`src/aics_pkg.sv`:
```
// constants, field layouts and carrier types of the input-config block
// assumes one 250 mhz clock and a plain strobe-style register port
package aics_pkg;

  // register port
  localparam int          ADDR_W      = 8;
  localparam int          DATA_W      = 32;
  localparam logic [7:0]  OFS_CTRL    = 8'h00;
  localparam logic [7:0]  OFS_STATUS  = 8'h04;
  localparam logic [7:0]  OFS_RESULT  = 8'h08;

  // control field positions
  localparam int          F_CHAN_LO   = 0;
  localparam int          F_CFG_LO    = 3;
  localparam int          F_CFG_HI    = 4;
  localparam int          F_SCAN_A    = 5;
  localparam int          F_SCAN_B    = 6;
  localparam int          F_SPAN      = 7;
  localparam int          F_TWOS      = 8;
  localparam int          CTRL_W      = 9;
  localparam logic [8:0]  CTRL_RST    = 9'h000;

  // status field positions
  localparam int          F_BUSY      = 0;
  localparam int          F_MANUAL    = 1;
  localparam int          F_ACT_LO    = 4;

  // converter resolution and conversion time
  localparam int          RES_W       = 12;
  localparam int          CLK_MHZ     = 250;
  localparam int          CONV_NS     = 800;
  localparam int          CONV_CYC    = (CONV_NS * CLK_MHZ + 999) / 1000;
  localparam int          CNT_W       = 8;

  // input arrangement codes, {hi, lo}
  localparam logic [1:0]  CFG_SINGLE  = 2'h0;
  localparam logic [1:0]  CFG_PSEUDO4 = 2'h1;
  localparam logic [1:0]  CFG_DIFF    = 2'h2;
  localparam logic [1:0]  CFG_PSEUDO7 = 2'h3;
  localparam logic [2:0]  COMMON_REF  = 3'h7;

  typedef struct packed {
    logic       fmt_twos;
    logic       span_double;
    logic       autoscan_ctrl_b;
    logic       autoscan_ctrl_a;
    logic       input_config_hi;
    logic       input_config_lo;
    logic [2:0] chan_pick_field;
  } aics_ctrl_t;

  typedef struct packed {
    logic [2:0] pos;       // multiplexer input on the positive side
    logic [2:0] neg;       // multiplexer input on the negative side
    logic       neg_gnd;   // negative side tied to analog ground
    logic       fully_diff;
  } aics_mux_t;

  typedef enum logic [0:0] {
    AICS_IDLE,
    AICS_CONV
  } aics_state_t;

endpackage

```
`src/aics_top.sv`:
```
// control register, conversion sequencing and input selection
// assumes a synchronous sample_start_n and a raw code from the analog core
`timescale 1ns/1ps
`default_nettype none
module aics_top
  import aics_pkg::*;
#(
  parameter int RES_W    = aics_pkg::RES_W,
  parameter int CONV_CYC = aics_pkg::CONV_CYC
) (
  input  wire logic                    ref_clk_i,
  input  wire logic                    rst_i,
  input  wire logic                    ce_i,
  input  wire logic [aics_pkg::ADDR_W-1:0] addr_i,
  input  wire logic [aics_pkg::DATA_W-1:0] wr_data_i,
  input  wire logic                    wr_i,
  input  wire logic                    rd_i,
  output logic      [aics_pkg::DATA_W-1:0] rd_data_o,
  input  wire logic                    sample_start_n_i,
  input  wire logic [RES_W-1:0]        raw_code_i,
  output aics_pkg::aics_mux_t          mux_sel_o,
  output logic                         span_double_o,
  output logic                         busy_o,
  output logic                         manual_o,
  output logic      [RES_W-1:0]        result_o,
  output logic                         result_valid_o
);
  import aics_pkg::*;

  localparam logic [CNT_W-1:0] CONV_LAST = CNT_W'(CONV_CYC - 1);

  aics_ctrl_t             ctrl_q,   ctrl_d;
  aics_ctrl_t             active_q, active_d;
  aics_state_t            state_q,  state_d;
  logic [CNT_W-1:0]       cnt_q,    cnt_d;
  logic                   start_n_q;
  logic                   start_evt;
  logic                   conv_done;
  aics_mux_t              sel_q,    sel_d;
  aics_mux_t              sel_idle, sel_act;
  logic                   span_q,   span_d;
  logic                   manual_q, manual_d;
  logic [RES_W-1:0]       result_q, result_d;
  logic                   valid_q,  valid_d;
  logic                   busy_q,   busy_d;
  logic [RES_W-1:0]       coded;
  logic [DATA_W-1:0]      rdata_q,  rdata_d;
  logic                   ctrl_wr;

  // decode for the selection that tracks the register while idle
  aics_mux_sel u_sel_idle (
    .ctrl_i (ctrl_q),
    .sel_o  (sel_idle)
  );

  // decode for the snapshot taken at conversion start
  aics_mux_sel u_sel_act (
    .ctrl_i (active_d),
    .sel_o  (sel_act)
  );

  aics_coder #(
    .RES_W (RES_W)
  ) u_coder (
    .raw_i  (raw_code_i),
    .twos_i (active_q.fmt_twos),
    .code_o (coded)
  );

  // falling edge of the start input, pin already synchronous
  always_comb begin
    start_evt = start_n_q && !sample_start_n_i;
    conv_done = (state_q == AICS_CONV) && (cnt_q == CONV_LAST);
    ctrl_wr   = wr_i && (addr_i == OFS_CTRL);
  end

  // control register: only a write changes the channel
  always_comb begin
    ctrl_d = ctrl_q;
    if (ctrl_wr) begin
      ctrl_d = aics_ctrl_t'(wr_data_i[CTRL_W-1:0]);
    end
  end

  // conversion sequencing; a start during a conversion is ignored
  always_comb begin
    state_d  = state_q;
    cnt_d    = cnt_q;
    active_d = active_q;
    case (state_q)
      AICS_IDLE: begin
        cnt_d = '0;
        if (start_evt) begin
          // snapshot the settled register, not one being written now
          active_d = ctrl_q;
          state_d  = AICS_CONV;
        end
      end
      AICS_CONV: begin
        cnt_d = cnt_q + CNT_W'(1);
        if (conv_done) begin
          state_d = AICS_IDLE;
          cnt_d   = '0;
        end
      end
      default: begin
        state_d = AICS_IDLE;
        cnt_d   = '0;
      end
    endcase
  end

  // outputs: mux follows the register in acquisition, frozen in conversion
  always_comb begin
    sel_d    = (state_d == AICS_CONV) ? sel_act : sel_idle;
    span_d   = (state_d == AICS_CONV) ? active_d.span_double
                                      : ctrl_q.span_double;
    manual_d = !ctrl_q.autoscan_ctrl_a && !ctrl_q.autoscan_ctrl_b;
    // own flop so the pin does not hang off a compare
    busy_d   = (state_d == AICS_CONV);
    result_d = result_q;
    valid_d  = 1'b0;
    if (conv_done) begin
      result_d = coded;
      valid_d  = 1'b1;
    end
  end

  // read data stand only in the cycle after the read strobe
  always_comb begin
    rdata_d = '0;
    if (rd_i) begin
      case (addr_i)
        OFS_CTRL: begin
          rdata_d[CTRL_W-1:0] = ctrl_q;
        end
        OFS_STATUS: begin
          rdata_d[F_BUSY]   = (state_q == AICS_CONV);
          rdata_d[F_MANUAL] = manual_q;
          rdata_d[F_ACT_LO +: CTRL_W] = active_q;
        end
        OFS_RESULT: begin
          rdata_d[RES_W-1:0] = result_q;
        end
        default: begin
          rdata_d = '0;
        end
      endcase
    end
  end

  // single register stage; clock enable low freezes everything
  always_ff @(posedge ref_clk_i or posedge rst_i) begin
    if (rst_i) begin
      ctrl_q    <= aics_ctrl_t'(CTRL_RST);
      active_q  <= aics_ctrl_t'(CTRL_RST);
      state_q   <= AICS_IDLE;
      cnt_q     <= '0;
      start_n_q <= 1'b1;
      sel_q     <= '0;
      span_q    <= 1'b0;
      manual_q  <= 1'b1;
      result_q  <= '0;
      valid_q   <= 1'b0;
      busy_q    <= 1'b0;
      rdata_q   <= '0;
    end else if (ce_i) begin
      ctrl_q    <= ctrl_d;
      active_q  <= active_d;
      state_q   <= state_d;
      cnt_q     <= cnt_d;
      start_n_q <= sample_start_n_i;
      sel_q     <= sel_d;
      span_q    <= span_d;
      manual_q  <= manual_d;
      result_q  <= result_d;
      valid_q   <= valid_d;
      busy_q    <= busy_d;
      rdata_q   <= rdata_d;
    end
  end

  always_comb begin
    rd_data_o      = rdata_q;
    mux_sel_o      = sel_q;
    span_double_o  = span_q;
    busy_o         = busy_q;
    manual_o       = manual_q;
    result_o       = result_q;
    result_valid_o = valid_q;
  end

  // the outputs above come straight from flops: state_q is a register

  // -------- checks --------
  a_start_snap: assert property (
    @(posedge ref_clk_i) disable iff (rst_i)
    (ce_i && state_q == AICS_IDLE && start_evt)
      |=> (state_q == AICS_CONV) && (active_q == $past(ctrl_q)))
    else $error("conversion start did not snapshot control");

  a_hold_during: assert property (
    @(posedge ref_clk_i) disable iff (rst_i)
    (state_q == AICS_CONV && !conv_done)
      |=> active_q == $past(active_q))
    else $error("active selection changed during conversion");

  a_sel_frozen: assert property (
    @(posedge ref_clk_i) disable iff (rst_i)
    (state_q == AICS_CONV && $past(state_q) == AICS_CONV && ce_i
      && !conv_done && ctrl_wr)
      |=> mux_sel_o == $past(mux_sel_o))
    else $error("write moved the mux during conversion");

  a_diff_map: assert property (
    @(posedge ref_clk_i) disable iff (rst_i)
    (busy_o && $past(busy_o) && active_q.input_config_hi
      && !active_q.input_config_lo)
      |-> mux_sel_o.fully_diff && !mux_sel_o.neg_gnd
          && mux_sel_o.neg == (mux_sel_o.pos ^ 3'h1)
          && mux_sel_o.pos == active_q.chan_pick_field)
    else $error("differential pair mapping wrong");

  a_pseudo_pair: assert property (
    @(posedge ref_clk_i) disable iff (rst_i)
    (busy_o && $past(busy_o) && !active_q.input_config_hi
      && active_q.input_config_lo)
      |-> !mux_sel_o.fully_diff && !mux_sel_o.neg_gnd
          && mux_sel_o.neg == (mux_sel_o.pos ^ 3'h1))
    else $error("pseudo pair mapping wrong");

  a_common_ref: assert property (
    @(posedge ref_clk_i) disable iff (rst_i)
    (busy_o && $past(busy_o) && active_q.input_config_hi
      && active_q.input_config_lo)
      |-> mux_sel_o.neg == COMMON_REF && !mux_sel_o.neg_gnd)
    else $error("seven-input mode lost the common negative");

  a_single_gnd: assert property (
    @(posedge ref_clk_i) disable iff (rst_i)
    (busy_o && $past(busy_o) && !active_q.input_config_hi
      && !active_q.input_config_lo)
      |-> mux_sel_o.neg_gnd && !mux_sel_o.fully_diff)
    else $error("single-ended input not tied to ground");

  a_result_code: assert property (
    @(posedge ref_clk_i) disable iff (rst_i)
    (ce_i && conv_done)
      |=> result_valid_o && result_o[RES_W-2:0] == $past(raw_code_i[RES_W-2:0])
          && result_o[RES_W-1] ==
             ($past(raw_code_i[RES_W-1]) ^ $past(active_q.fmt_twos)))
    else $error("result coding wrong");

  a_span_sel: assert property (
    @(posedge ref_clk_i) disable iff (rst_i)
    (busy_o && $past(busy_o)) |-> span_double_o == active_q.span_double)
    else $error("span select does not follow the snapshot");

  a_manual_flag: assert property (
    @(posedge ref_clk_i) disable iff (rst_i)
    (ce_i && ctrl_wr) ##1 ce_i
      |=> manual_o == ($past(ctrl_q.autoscan_ctrl_a) == 1'b0
                       && $past(ctrl_q.autoscan_ctrl_b) == 1'b0))
    else $error("manual flag does not follow autoscan bits");

  a_start_busy: assert property (
    @(posedge ref_clk_i) disable iff (rst_i)
    (ce_i && state_q == AICS_IDLE && start_evt)
      |=> busy_o && cnt_q == '0)
    else $error("conversion start did not raise busy");

  a_start_refused: assert property (
    @(posedge ref_clk_i) disable iff (rst_i)
    (ce_i && state_q == AICS_CONV && !conv_done && start_evt)
      |=> busy_o && active_q == $past(active_q))
    else $error("start during conversion was not ignored");

  a_ctrl_write: assert property (
    @(posedge ref_clk_i) disable iff (rst_i)
    (ce_i && ctrl_wr) |=> ctrl_q == $past(wr_data_i[CTRL_W-1:0]))
    else $error("control write did not land");

  a_ctrl_keep: assert property (
    @(posedge ref_clk_i) disable iff (rst_i)
    !(ce_i && ctrl_wr) |=> ctrl_q == $past(ctrl_q))
    else $error("control changed without a write");

  a_idle_track: assert property (
    @(posedge ref_clk_i) disable iff (rst_i)
    (ce_i && state_q == AICS_IDLE && !start_evt)
      |=> mux_sel_o.pos == $past(ctrl_q.chan_pick_field))
    else $error("idle mux does not follow the channel field");

  a_span_idle: assert property (
    @(posedge ref_clk_i) disable iff (rst_i)
    (ce_i && state_q == AICS_IDLE && !start_evt)
      |=> span_double_o == $past(ctrl_q.span_double))
    else $error("idle span select does not follow control");

  a_full_span: assert property (
    @(posedge ref_clk_i) disable iff (rst_i)
    (ce_i && conv_done && !active_q.fmt_twos)
      |=> result_o == $past(raw_code_i))
    else $error("straight binary result not full span");

  a_result_hold: assert property (
    @(posedge ref_clk_i) disable iff (rst_i)
    (ce_i && !conv_done)
      |=> !result_valid_o && result_o == $past(result_o))
    else $error("result changed outside a conversion end");

endmodule
`default_nettype wire

```
`src/aics_mux_sel.sv`:
```
// input multiplexer decode from arrangement and channel field
// assumes the caller registers the result before it reaches pins
`timescale 1ns/1ps
`default_nettype none
module aics_mux_sel
  import aics_pkg::*;
(
  input  wire aics_pkg::aics_ctrl_t ctrl_i,
  output aics_pkg::aics_mux_t       sel_o
);
  logic [1:0] cfg;

  // pair modes use the neighbour of the picked input as the negative
  always_comb begin
    cfg            = {ctrl_i.input_config_hi, ctrl_i.input_config_lo};
    sel_o.pos      = ctrl_i.chan_pick_field;
    sel_o.neg      = ctrl_i.chan_pick_field ^ 3'h1;
    sel_o.neg_gnd  = 1'b0;
    sel_o.fully_diff = 1'b0;
    case (cfg)
      CFG_SINGLE: begin
        sel_o.neg     = ctrl_i.chan_pick_field;
        sel_o.neg_gnd = 1'b1;
      end
      CFG_DIFF: begin
        sel_o.fully_diff = 1'b1;
      end
      CFG_PSEUDO4: begin
        sel_o.fully_diff = 1'b0;
      end
      CFG_PSEUDO7: begin
        sel_o.neg = COMMON_REF;
      end
      default: begin
        sel_o.neg_gnd = 1'b1;
      end
    endcase
  end
endmodule
`default_nettype wire

```
`src/aics_coder.sv`:
```
// output coding of a raw successive-approximation code
// assumes the raw code is straight binary, zero at the negative limit
`timescale 1ns/1ps
`default_nettype none
module aics_coder #(
  parameter int RES_W = 12
) (
  input  wire logic [RES_W-1:0] raw_i,
  input  wire logic             twos_i,
  output logic      [RES_W-1:0] code_o
);
  // twos complement is straight binary with the top bit inverted
  always_comb begin
    code_o = raw_i;
    if (twos_i) begin
      code_o[RES_W-1] = ~raw_i[RES_W-1];
    end
  end
endmodule
`default_nettype wire

```
`config.mk`:
```
export PLATFORM = sky130hd
export DESIGN_NAME = aics_top
export DESIGN_NICKNAME = d
export VERILOG_FILES = /design/src/aics_pkg.sv /design/src/aics_top.sv /design/src/aics_mux_sel.sv /design/src/aics_coder.sv
export SDC_FILE = /design/constraint.sdc
export NUM_CORES = 1
export LEC_CHECK = 0
export BUFFER_PORTS_ARGS = -buffer_cell sky130_fd_sc_hd__clkbuf_2
export CORE_AREA = 2 2 81 122
export DETAILED_ROUTE_END_ITERATION = 8
export DIE_AREA = 0 0 83 124
export GPL_ROUTABILITY_DRIVEN = 1
export MAX_ROUTING_LAYER = met4
export SLEW_MARGIN = 5
export SYNTH_ARGS = -nofsm -noshare
export SYNTH_HDL_FRONTEND = slang
export SYNTH_SLANG_ARGS = --single-unit
export TNS_END_PERCENT = 50
```
`constraint.sdc`:
```
create_clock -name ref_clk_i -period 4.9 [get_ports ref_clk_i]
set_input_delay 0 -clock ref_clk_i [delete_from_list [all_inputs] [get_ports ref_clk_i]]
set_output_delay 0 -clock ref_clk_i [all_outputs]
set_load 0.01 [all_outputs]
```
==> out/qor.yml, run 1 <==
outcome: "finished, final reports clean"
worst_r2r_path_depth: 4
drv_slew: 0
root_buffer: "clkbuf_16"
grt_pass1_wl_um: 12300
r2r_slack_ns: 2.59
routedWlPerCell_um: 15.6
grt_overflow: 0
critical_path_buf_inv_count: 0
ant_nets: 0
clock_latency_ns: 0.33
p_int_mw: 1.10
core.rowCount: 43
fin_crit_sh: 0.471
stdcell_area_um2: 4100
hpwl_um: 5250
n_antenna_cell: 0
start_util: 0.346
core-area_um2: 9200
power.net_switching_mw: 0.355
max-vdd-ir-drop_mv: 0.237
track_usage: 0.158
synth_edf_count: 0
synth_xor_area_frac: 0.0165
dieWidth_um: 83
drt-initial-drc-count: 164
cts_tree: "yes"
clock_path_buffers: 2
finalPower_mw: 1.46
port_buffers: 71
yosysWarnings: 0
fmax_mhz: 433
viasPerCell: 4.98
clkPwrFrac: 0.464
syn_area_um2: 3180
hold_path_class: "in2reg"
leakage_nw: 2.01
whs_ns: 0.0932
p_sw_frac: 0.243
setup_tns_ns: 0
cts_inserted_buffers: 9
period_minus_slack_ns: 2.31
start_kind: "flop"
drc: 0
synth_seq_area_share: 0.505
maxCapViolCount: 0
r2r-end: "result_o[6]$_DFFE_PP0P_"
hold_viol_final: 0
synthSimpleGateAreaFrac: 0.118
crit_fanout: 14
synthMuxAreaShare: 0.139
fp.dieH_um: 124
critical_path.slowest_cell: "nor4_4"
critPathTopFamily: "simple AND/OR/NAND/NOR gates"
routabilityCongestion: 0.818
synth_top_family_by_area: "multiplexers"
die_area_um2: 10300
power_frac_seq: 0.416
combPwrFrac: 0.120
r2r-start: "cnt_q[0]$_DFFE_PP0P_"
end_kind: "flop"
hold_path_end: "rd_data_o[1]$_DFFE_PP0P_"
arrival_ns: 2.52
async_reset_ff_frac: 1.00
setup_violations: 0
final_nets: 425
crit_type: "reg2reg"
antenna_found_initial: 0
cts_max_level: 3
relSlewSlack: 0.343
area_growth_syn_to_layout_pct: 29.0
hp-start: "addr_i[2]"
path_clk_slew_ns: 0.05
wl_um: 7520
num-fill-cells: 876
io_pins: 114
firstDrtPassIters: 4
finalClockSkew_ns: 0.00366
holdPathStages: 4
grt_max_degree: 65
synth_compound_area_frac: 0.138
syn_avg_cell_area_um2: 11.7
ctsResizeCount: 0
worstMarginPinSlew_ns: 0.977
num_vias: 2393
drive_above_1_share: 0.355
crit_path_cell_trace: "ha_1 > nand2_1 > nor4_4 > mux2_2"
crit_required_ns: 5.11
rsz0062_at_grt: "false"
synth_cells: 272
grt_pass1_vias: 2384
post_cts_buffers: 0
synth_flop_cell: "dfrtp_1"
yosysUniqueCellTypes: 48
worst_path_largest_cell_delay_ns: 0.88
ys_seq_elements: 64
cts.sinks: 64
power_density_nw_per_um2: 356
synth-adder-area-share: 0.0118
postPlaceCellArea_um2: 3540
==> metrics by stage <==
step,worst slack (ns),instances,util
floorplan,3.08,290,-
global placement,2.35,441,0.385
detailed placement,2.35,441,0.385
CTS,2.56,481,0.446
global route,2.40,481,0.446
finish,2.59,481,0.446
==> cells in the final DEF, fill, tap and decap left out, drive strengths merged, types with 3 or more instances in the layout <==
cell,count
o31ai,3
mux2i,8
inv,5
nor2b,3
nand2,16
nand3,4
dlygate4sd3,24
mux2,32
a22oi,16
nor3,3
dfrtp,62
o2bb2ai,8
conb,19
a31oi,5
a21oi,10
clkbuf,84
o21ai,8
xnor2,4
nor2,17
ha,3
nand3b,3
==> power groups by stage <==
stage                     logic (mW)  registers [mW]  clock network (mW)
after floorplan                0.139           0.599                   0
after global placement         0.155           0.613                   0
after detailed placement       0.160           0.614                   0
after CTS                      0.176           0.606               0.689
after global routing           0.196           0.613               0.706
final                          0.175           0.607               0.677
==> timing repair <==
| action | in CTS | in global routing |
|---|---|---|
| hold buffers | 24 | 0 |
| hold endpoints to repair | 86 | 0 |
| setup endpoints to repair | 0 | 0 |
==> how the worst max path moves through the flow <==
stage	from	to	slack, ns	cells past startpoint
after global placement	ce_i	ctrl_q[4]$_DFFE_PP0P_	2.35	5
final	cnt_q[0]$_DFFE_PP0P_	result_o[6]$_DFFE_PP0P_	2.59	4
after global routing	cnt_q[0]$_DFFE_PP0P_	result_o[5]$_DFFE_PP0P_	2.40	4
after CTS	cnt_q[0]$_DFFE_PP0P_	result_o[6]$_DFFE_PP0P_	2.56	4
after detailed placement	ce_i	ctrl_q[5]$_DFFE_PP0P_	2.35	5
after floorplan	cnt_q[0]$_DFFE_PP0P_	result_o[0]$_DFFE_PP0P_	3.08	5
==> per-layer routing <==
metal,vias to the layer above,GRT usage,routed length [um]
met1,1175,0.184,3130
met4,0,0.0820,203
met5,-,-,0
li1,1129,-,-
met2,78,0.265,3900
met3,11,0.0258,289
==> logic make-up (layout without fill, tap and decap cells) <==
logic type               count (synthesis)  after routing
AO/OA/AOI/OAI                           60             60
XOR/XNOR                                 6              6
adder cells (fa/ha/maj)                  3              3
buffers and inverters                   39            118
flip-flops                              64             64
multiplexers                            40             40
other                                    1             19
AND/OR/NAND/NOR                         59             59
==> registers in the layout, indices dropped and copies added (netlist names) <==
register / count
manual_o: 1
ctrl_q: 9
start_n_q: 1
cnt_q: 8
active_q: 9
result_valid_o: 1
result_o: 12
rd_data_o: 13
busy_o: 1
span_double_o: 1
mux_sel_o: 8
==> synth_stat cells, drive strengths merged, types with 8 or more instances <==
master / n / share of area
nor2: 17 / 0.025
o21ai: 8 / 0.013
a21oi: 10 / 0.016
mux2i: 8 / 0.025
a22oi: 16 / 0.038
dfrtp: 62 / 0.49
buf: 24 / 0.054
mux2: 32 / 0.11
o2bb2ai: 8 / 0.022
nand2: 16 / 0.019
clkbuf: 9 / 0.011
==> worst min-delay path, delay by kind of cell <==
kind / cells / cell delay, ns
AOI/OAI and AO/OA: 2 / 0.18
and+or+nand+nor: 1 / 0.07
buffers and inverters: 1 / 0.14
==> layout make-up <==
cell class | instances | area [um2] | area share
timing repair buffer | 96 | 603 | 0.147
sequential | 64 | 1600 | 0.391
inverter | 6 | 22.5 | 0.00549
clock inverter | 3 | 65.1 | 0.0159
multi-input combinational | 187 | 1420 | 0.345
tap | 112 | 140 | 0.0342
clock buffer | 13 | 250 | 0.0610
No activity file was read; power rests on OpenSTA's default activity.
==> inputs of run 2 (changes only) <==
==> constraint.sdc (replaced) <==
create_clock -name ref_clk_i -period 2.2 [get_ports ref_clk_i]
set_input_delay 0 -clock ref_clk_i [delete_from_list [all_inputs] [get_ports ref_clk_i]]
set_output_delay 0 -clock ref_clk_i [all_outputs]
set_load 0.01 [all_outputs]
==> run 2 against run 1 <==
Compared with the run above: first-iteration DRC count shrank 24%; via count grew 2.3%; wire length grew 0.47%; die area is the same; critical path depth grew 1; combinational power grew 130%; cell count grew 1.5%; sequential power grew 120%; critical endpoint is now mux_sel_o[4]$_DFFE_PP0P_; largest cell class unchanged.
==> out/qor.yml, run 2 (synthesized netlist as in run 1, its figures left out) <==
post_cts_buffers: 0  # unchanged
power_density_nw_per_um2: 771  # +120%
start_kind: "flop"
wl_um: 7560  # +0.47%
clkPwrFrac: 0.457  # -0.007
grt_pass1_wl_um: 12200  # -0.51%
die_area_um2: 10300  # unchanged
maxCapViolCount: 0  # unchanged
critPathLaunch: "cnt_q[0]$_DFFE_PP0P_"
worstMarginPinSlew_ns: 0.807  # -0.171 ns
viasPerCell: 5.02  # +0.87%
setup_tns_ns: 0  # unchanged
area_growth_syn_to_layout_pct: 31.0
routabilityCongestion: 0.826  # +0.90%
period_minus_slack_ns: 1.94  # -0.371 ns
final_nets: 433  # +1.9%
fmax_mhz: 516  # +19%
combPwrFrac: 0.123  # +0.003
start_util: 0.346  # unchanged
largest_register_ff_count: 13  # unchanged
dieWidth_um: 83  # unchanged
firstDrtPassIters: 4  # unchanged
endpoint: "mux_sel_o[4]$_DFFE_PP0P_"
holdPathStages: 4  # unchanged
fp.dieH_um: 124  # unchanged
fin_crit_sh: 0.880  # +0.409
path_clk_slew_ns: 0.05  # about the same
crit_fanout: 8  # -6
drt-initial-drc-count: 124  # -24%
drv_slew: 0  # unchanged
hold_viol_final: 0  # unchanged
ant_nets: 0  # unchanged
power_frac_seq: 0.420  # +0.004
power.net_switching_mw: 0.782  # +120%
finalClockSkew_ns: 0.00628  # +0.00262 ns
cts.sinks: 64  # unchanged
cts_max_level: 3  # unchanged
antenna_found_initial: 0  # unchanged
drc: 0  # unchanged
grt_max_degree: 38  # -42%
cts_tree: "yes"
grt_pass1_vias: 2388  # +0.17%
core-area_um2: 9200  # unchanged
crit_required_ns: 2.40  # -2.71 ns
port_buffers: 71  # unchanged
num_vias: 2449  # +2.3%
worst_r2r_path_depth: 5  # +1
finalPower_mw: 3.21  # +120%
p_sw_frac: 0.244  # about the same
crit_type: "reg2reg"
setup_violations: 0  # unchanged
outcome: "finished, final reports clean"
arrival_ns: 2.14  # -0.38 ns
track_usage: 0.158  # -0.000493
r2r-end: "mux_sel_o[4]$_DFFE_PP0P_"
r2r_slack_ns: 0.26  # -2.33 ns
max-vdd-ir-drop_mv: 0.464  # +96%
ff_latch_area_um2: 1600  # unchanged
n_antenna_cell: 0  # unchanged
layout_common_cells: "71 x clkbuf_2, 62 x dfrtp_1, 32 x mux2_2, 25 x dlygate4sd3_1, 19 x conb_1"
core.rowCount: 43  # unchanged
hold_path_class: "in2reg"
utilization: 0.453  # +0.00694
cts_inserted_buffers: 9  # unchanged
grt_overflow: 0  # unchanged
io_pins: 114  # unchanged
num-fill-cells: 874  # -0.23%
leakage_nw: 2.04  # +1.7%
p_int_mw: 2.43  # +120%
multi_input_area_um2: 1420  # unchanged
rsz0062_at_grt: "false"
end_kind: "flop"
root_buffer: "clkbuf_16"
relSlewSlack: 0.461  # +0.117
drive_above_1_share: 0.364  # +0.00935
r2r-start: "cnt_q[0]$_DFFE_PP0P_"
hpwl_um: 5510  # +5.0%
final_common_cell: "clkbuf_2"
clock_latency_ns: 0.33  # about the same
routedWlPerCell_um: 15.5  # -0.98%
clock_path_buffers: 2  # unchanged
## run 2: changes by cell type in the layout (fill, tap and decap cells not counted)
cell,delta
buf_4,+6
buf_12,+1
clkbuf_8,-1
clkinv_2,-1
clkinvlp_4,+1
dlygate4sd3_1,+1
## run 2: worst max-delay path: stages (launching register included)
cell and delay, ns:
dfrtp_1 0.40, ha_1 0.28, nand2_1 0.19, o31ai_4 0.48
mux2i_1 0.35, a31oi_1 0.12
## run 2: routing by layer
metal  global-route usage  vias up  wire (um)  share of wire
li1                     -     1154          -              -
met1                0.176     1213       3140           0.42
met2                0.274       70       4000           0.53
met3               0.0239       12        246          0.033
met4               0.0840        0        174          0.023
met5                    -        -          0              0
## run 2: what timing repair did
action / CTS / global route
hold buffers: 25 / 0
gates resized for setup: 0 / 0
endpoints found under the hold margin: 51 / 0
## run 2: through the flow
stage               cells  setup WS [ns]  hold slack [ns]  cell area (um2)
CTS                   488          0.223           0.0880             4160
detailed placement    448          0.223            0.105             3610
floorplan             290          0.382            0.150             3250
global placement      448          0.259            0.107             3610
finish                488          0.263           0.0868             4160
global route          488         0.0995            0.114             4160
## run 2: power by group through the flow
stage	Sequential [mW]	Clock, mW	Combinational (mW)
4_1_cts	1.35	1.50	0.400
6_report	1.35	1.47	0.395
2_1_floorplan	1.33	0	0.309
3_5_place_dp	1.37	0	0.365
3_3_place_gp	1.37	0	0.355
5_1_grt	1.36	1.54	0.439
## run 2: worst min-delay path by stage
stage / from / to / slack, ns
after global routing: addr_i[2] / rd_data_o[1]$_DFFE_PP0P_ / 0.11
after CTS: addr_i[2] / rd_data_o[1]$_DFFE_PP0P_ / 0.09
after detailed placement: rst_i / result_o[2]$_DFFE_PP0P_ / 0.11
final: addr_i[2] / rd_data_o[1]$_DFFE_PP0P_ / 0.09
after floorplan: wr_data_i[0] / ctrl_q[0]$_DFFE_PP0P_ / 0.15
after global placement: rst_i / result_o[3]$_DFFE_PP0P_ / 0.11
## run 2: area by class of cell
type | instances | area share
Sequential cell | 64 | 0.385
Multi-Input combinational cell | 187 | 0.340
Timing Repair Buffer | 104 | 0.163
Clock buffer | 12 | 0.0568
Tap cell | 112 | 0.0337
Clock inverter | 3 | 0.0162
Inverter | 6 | 0.00541
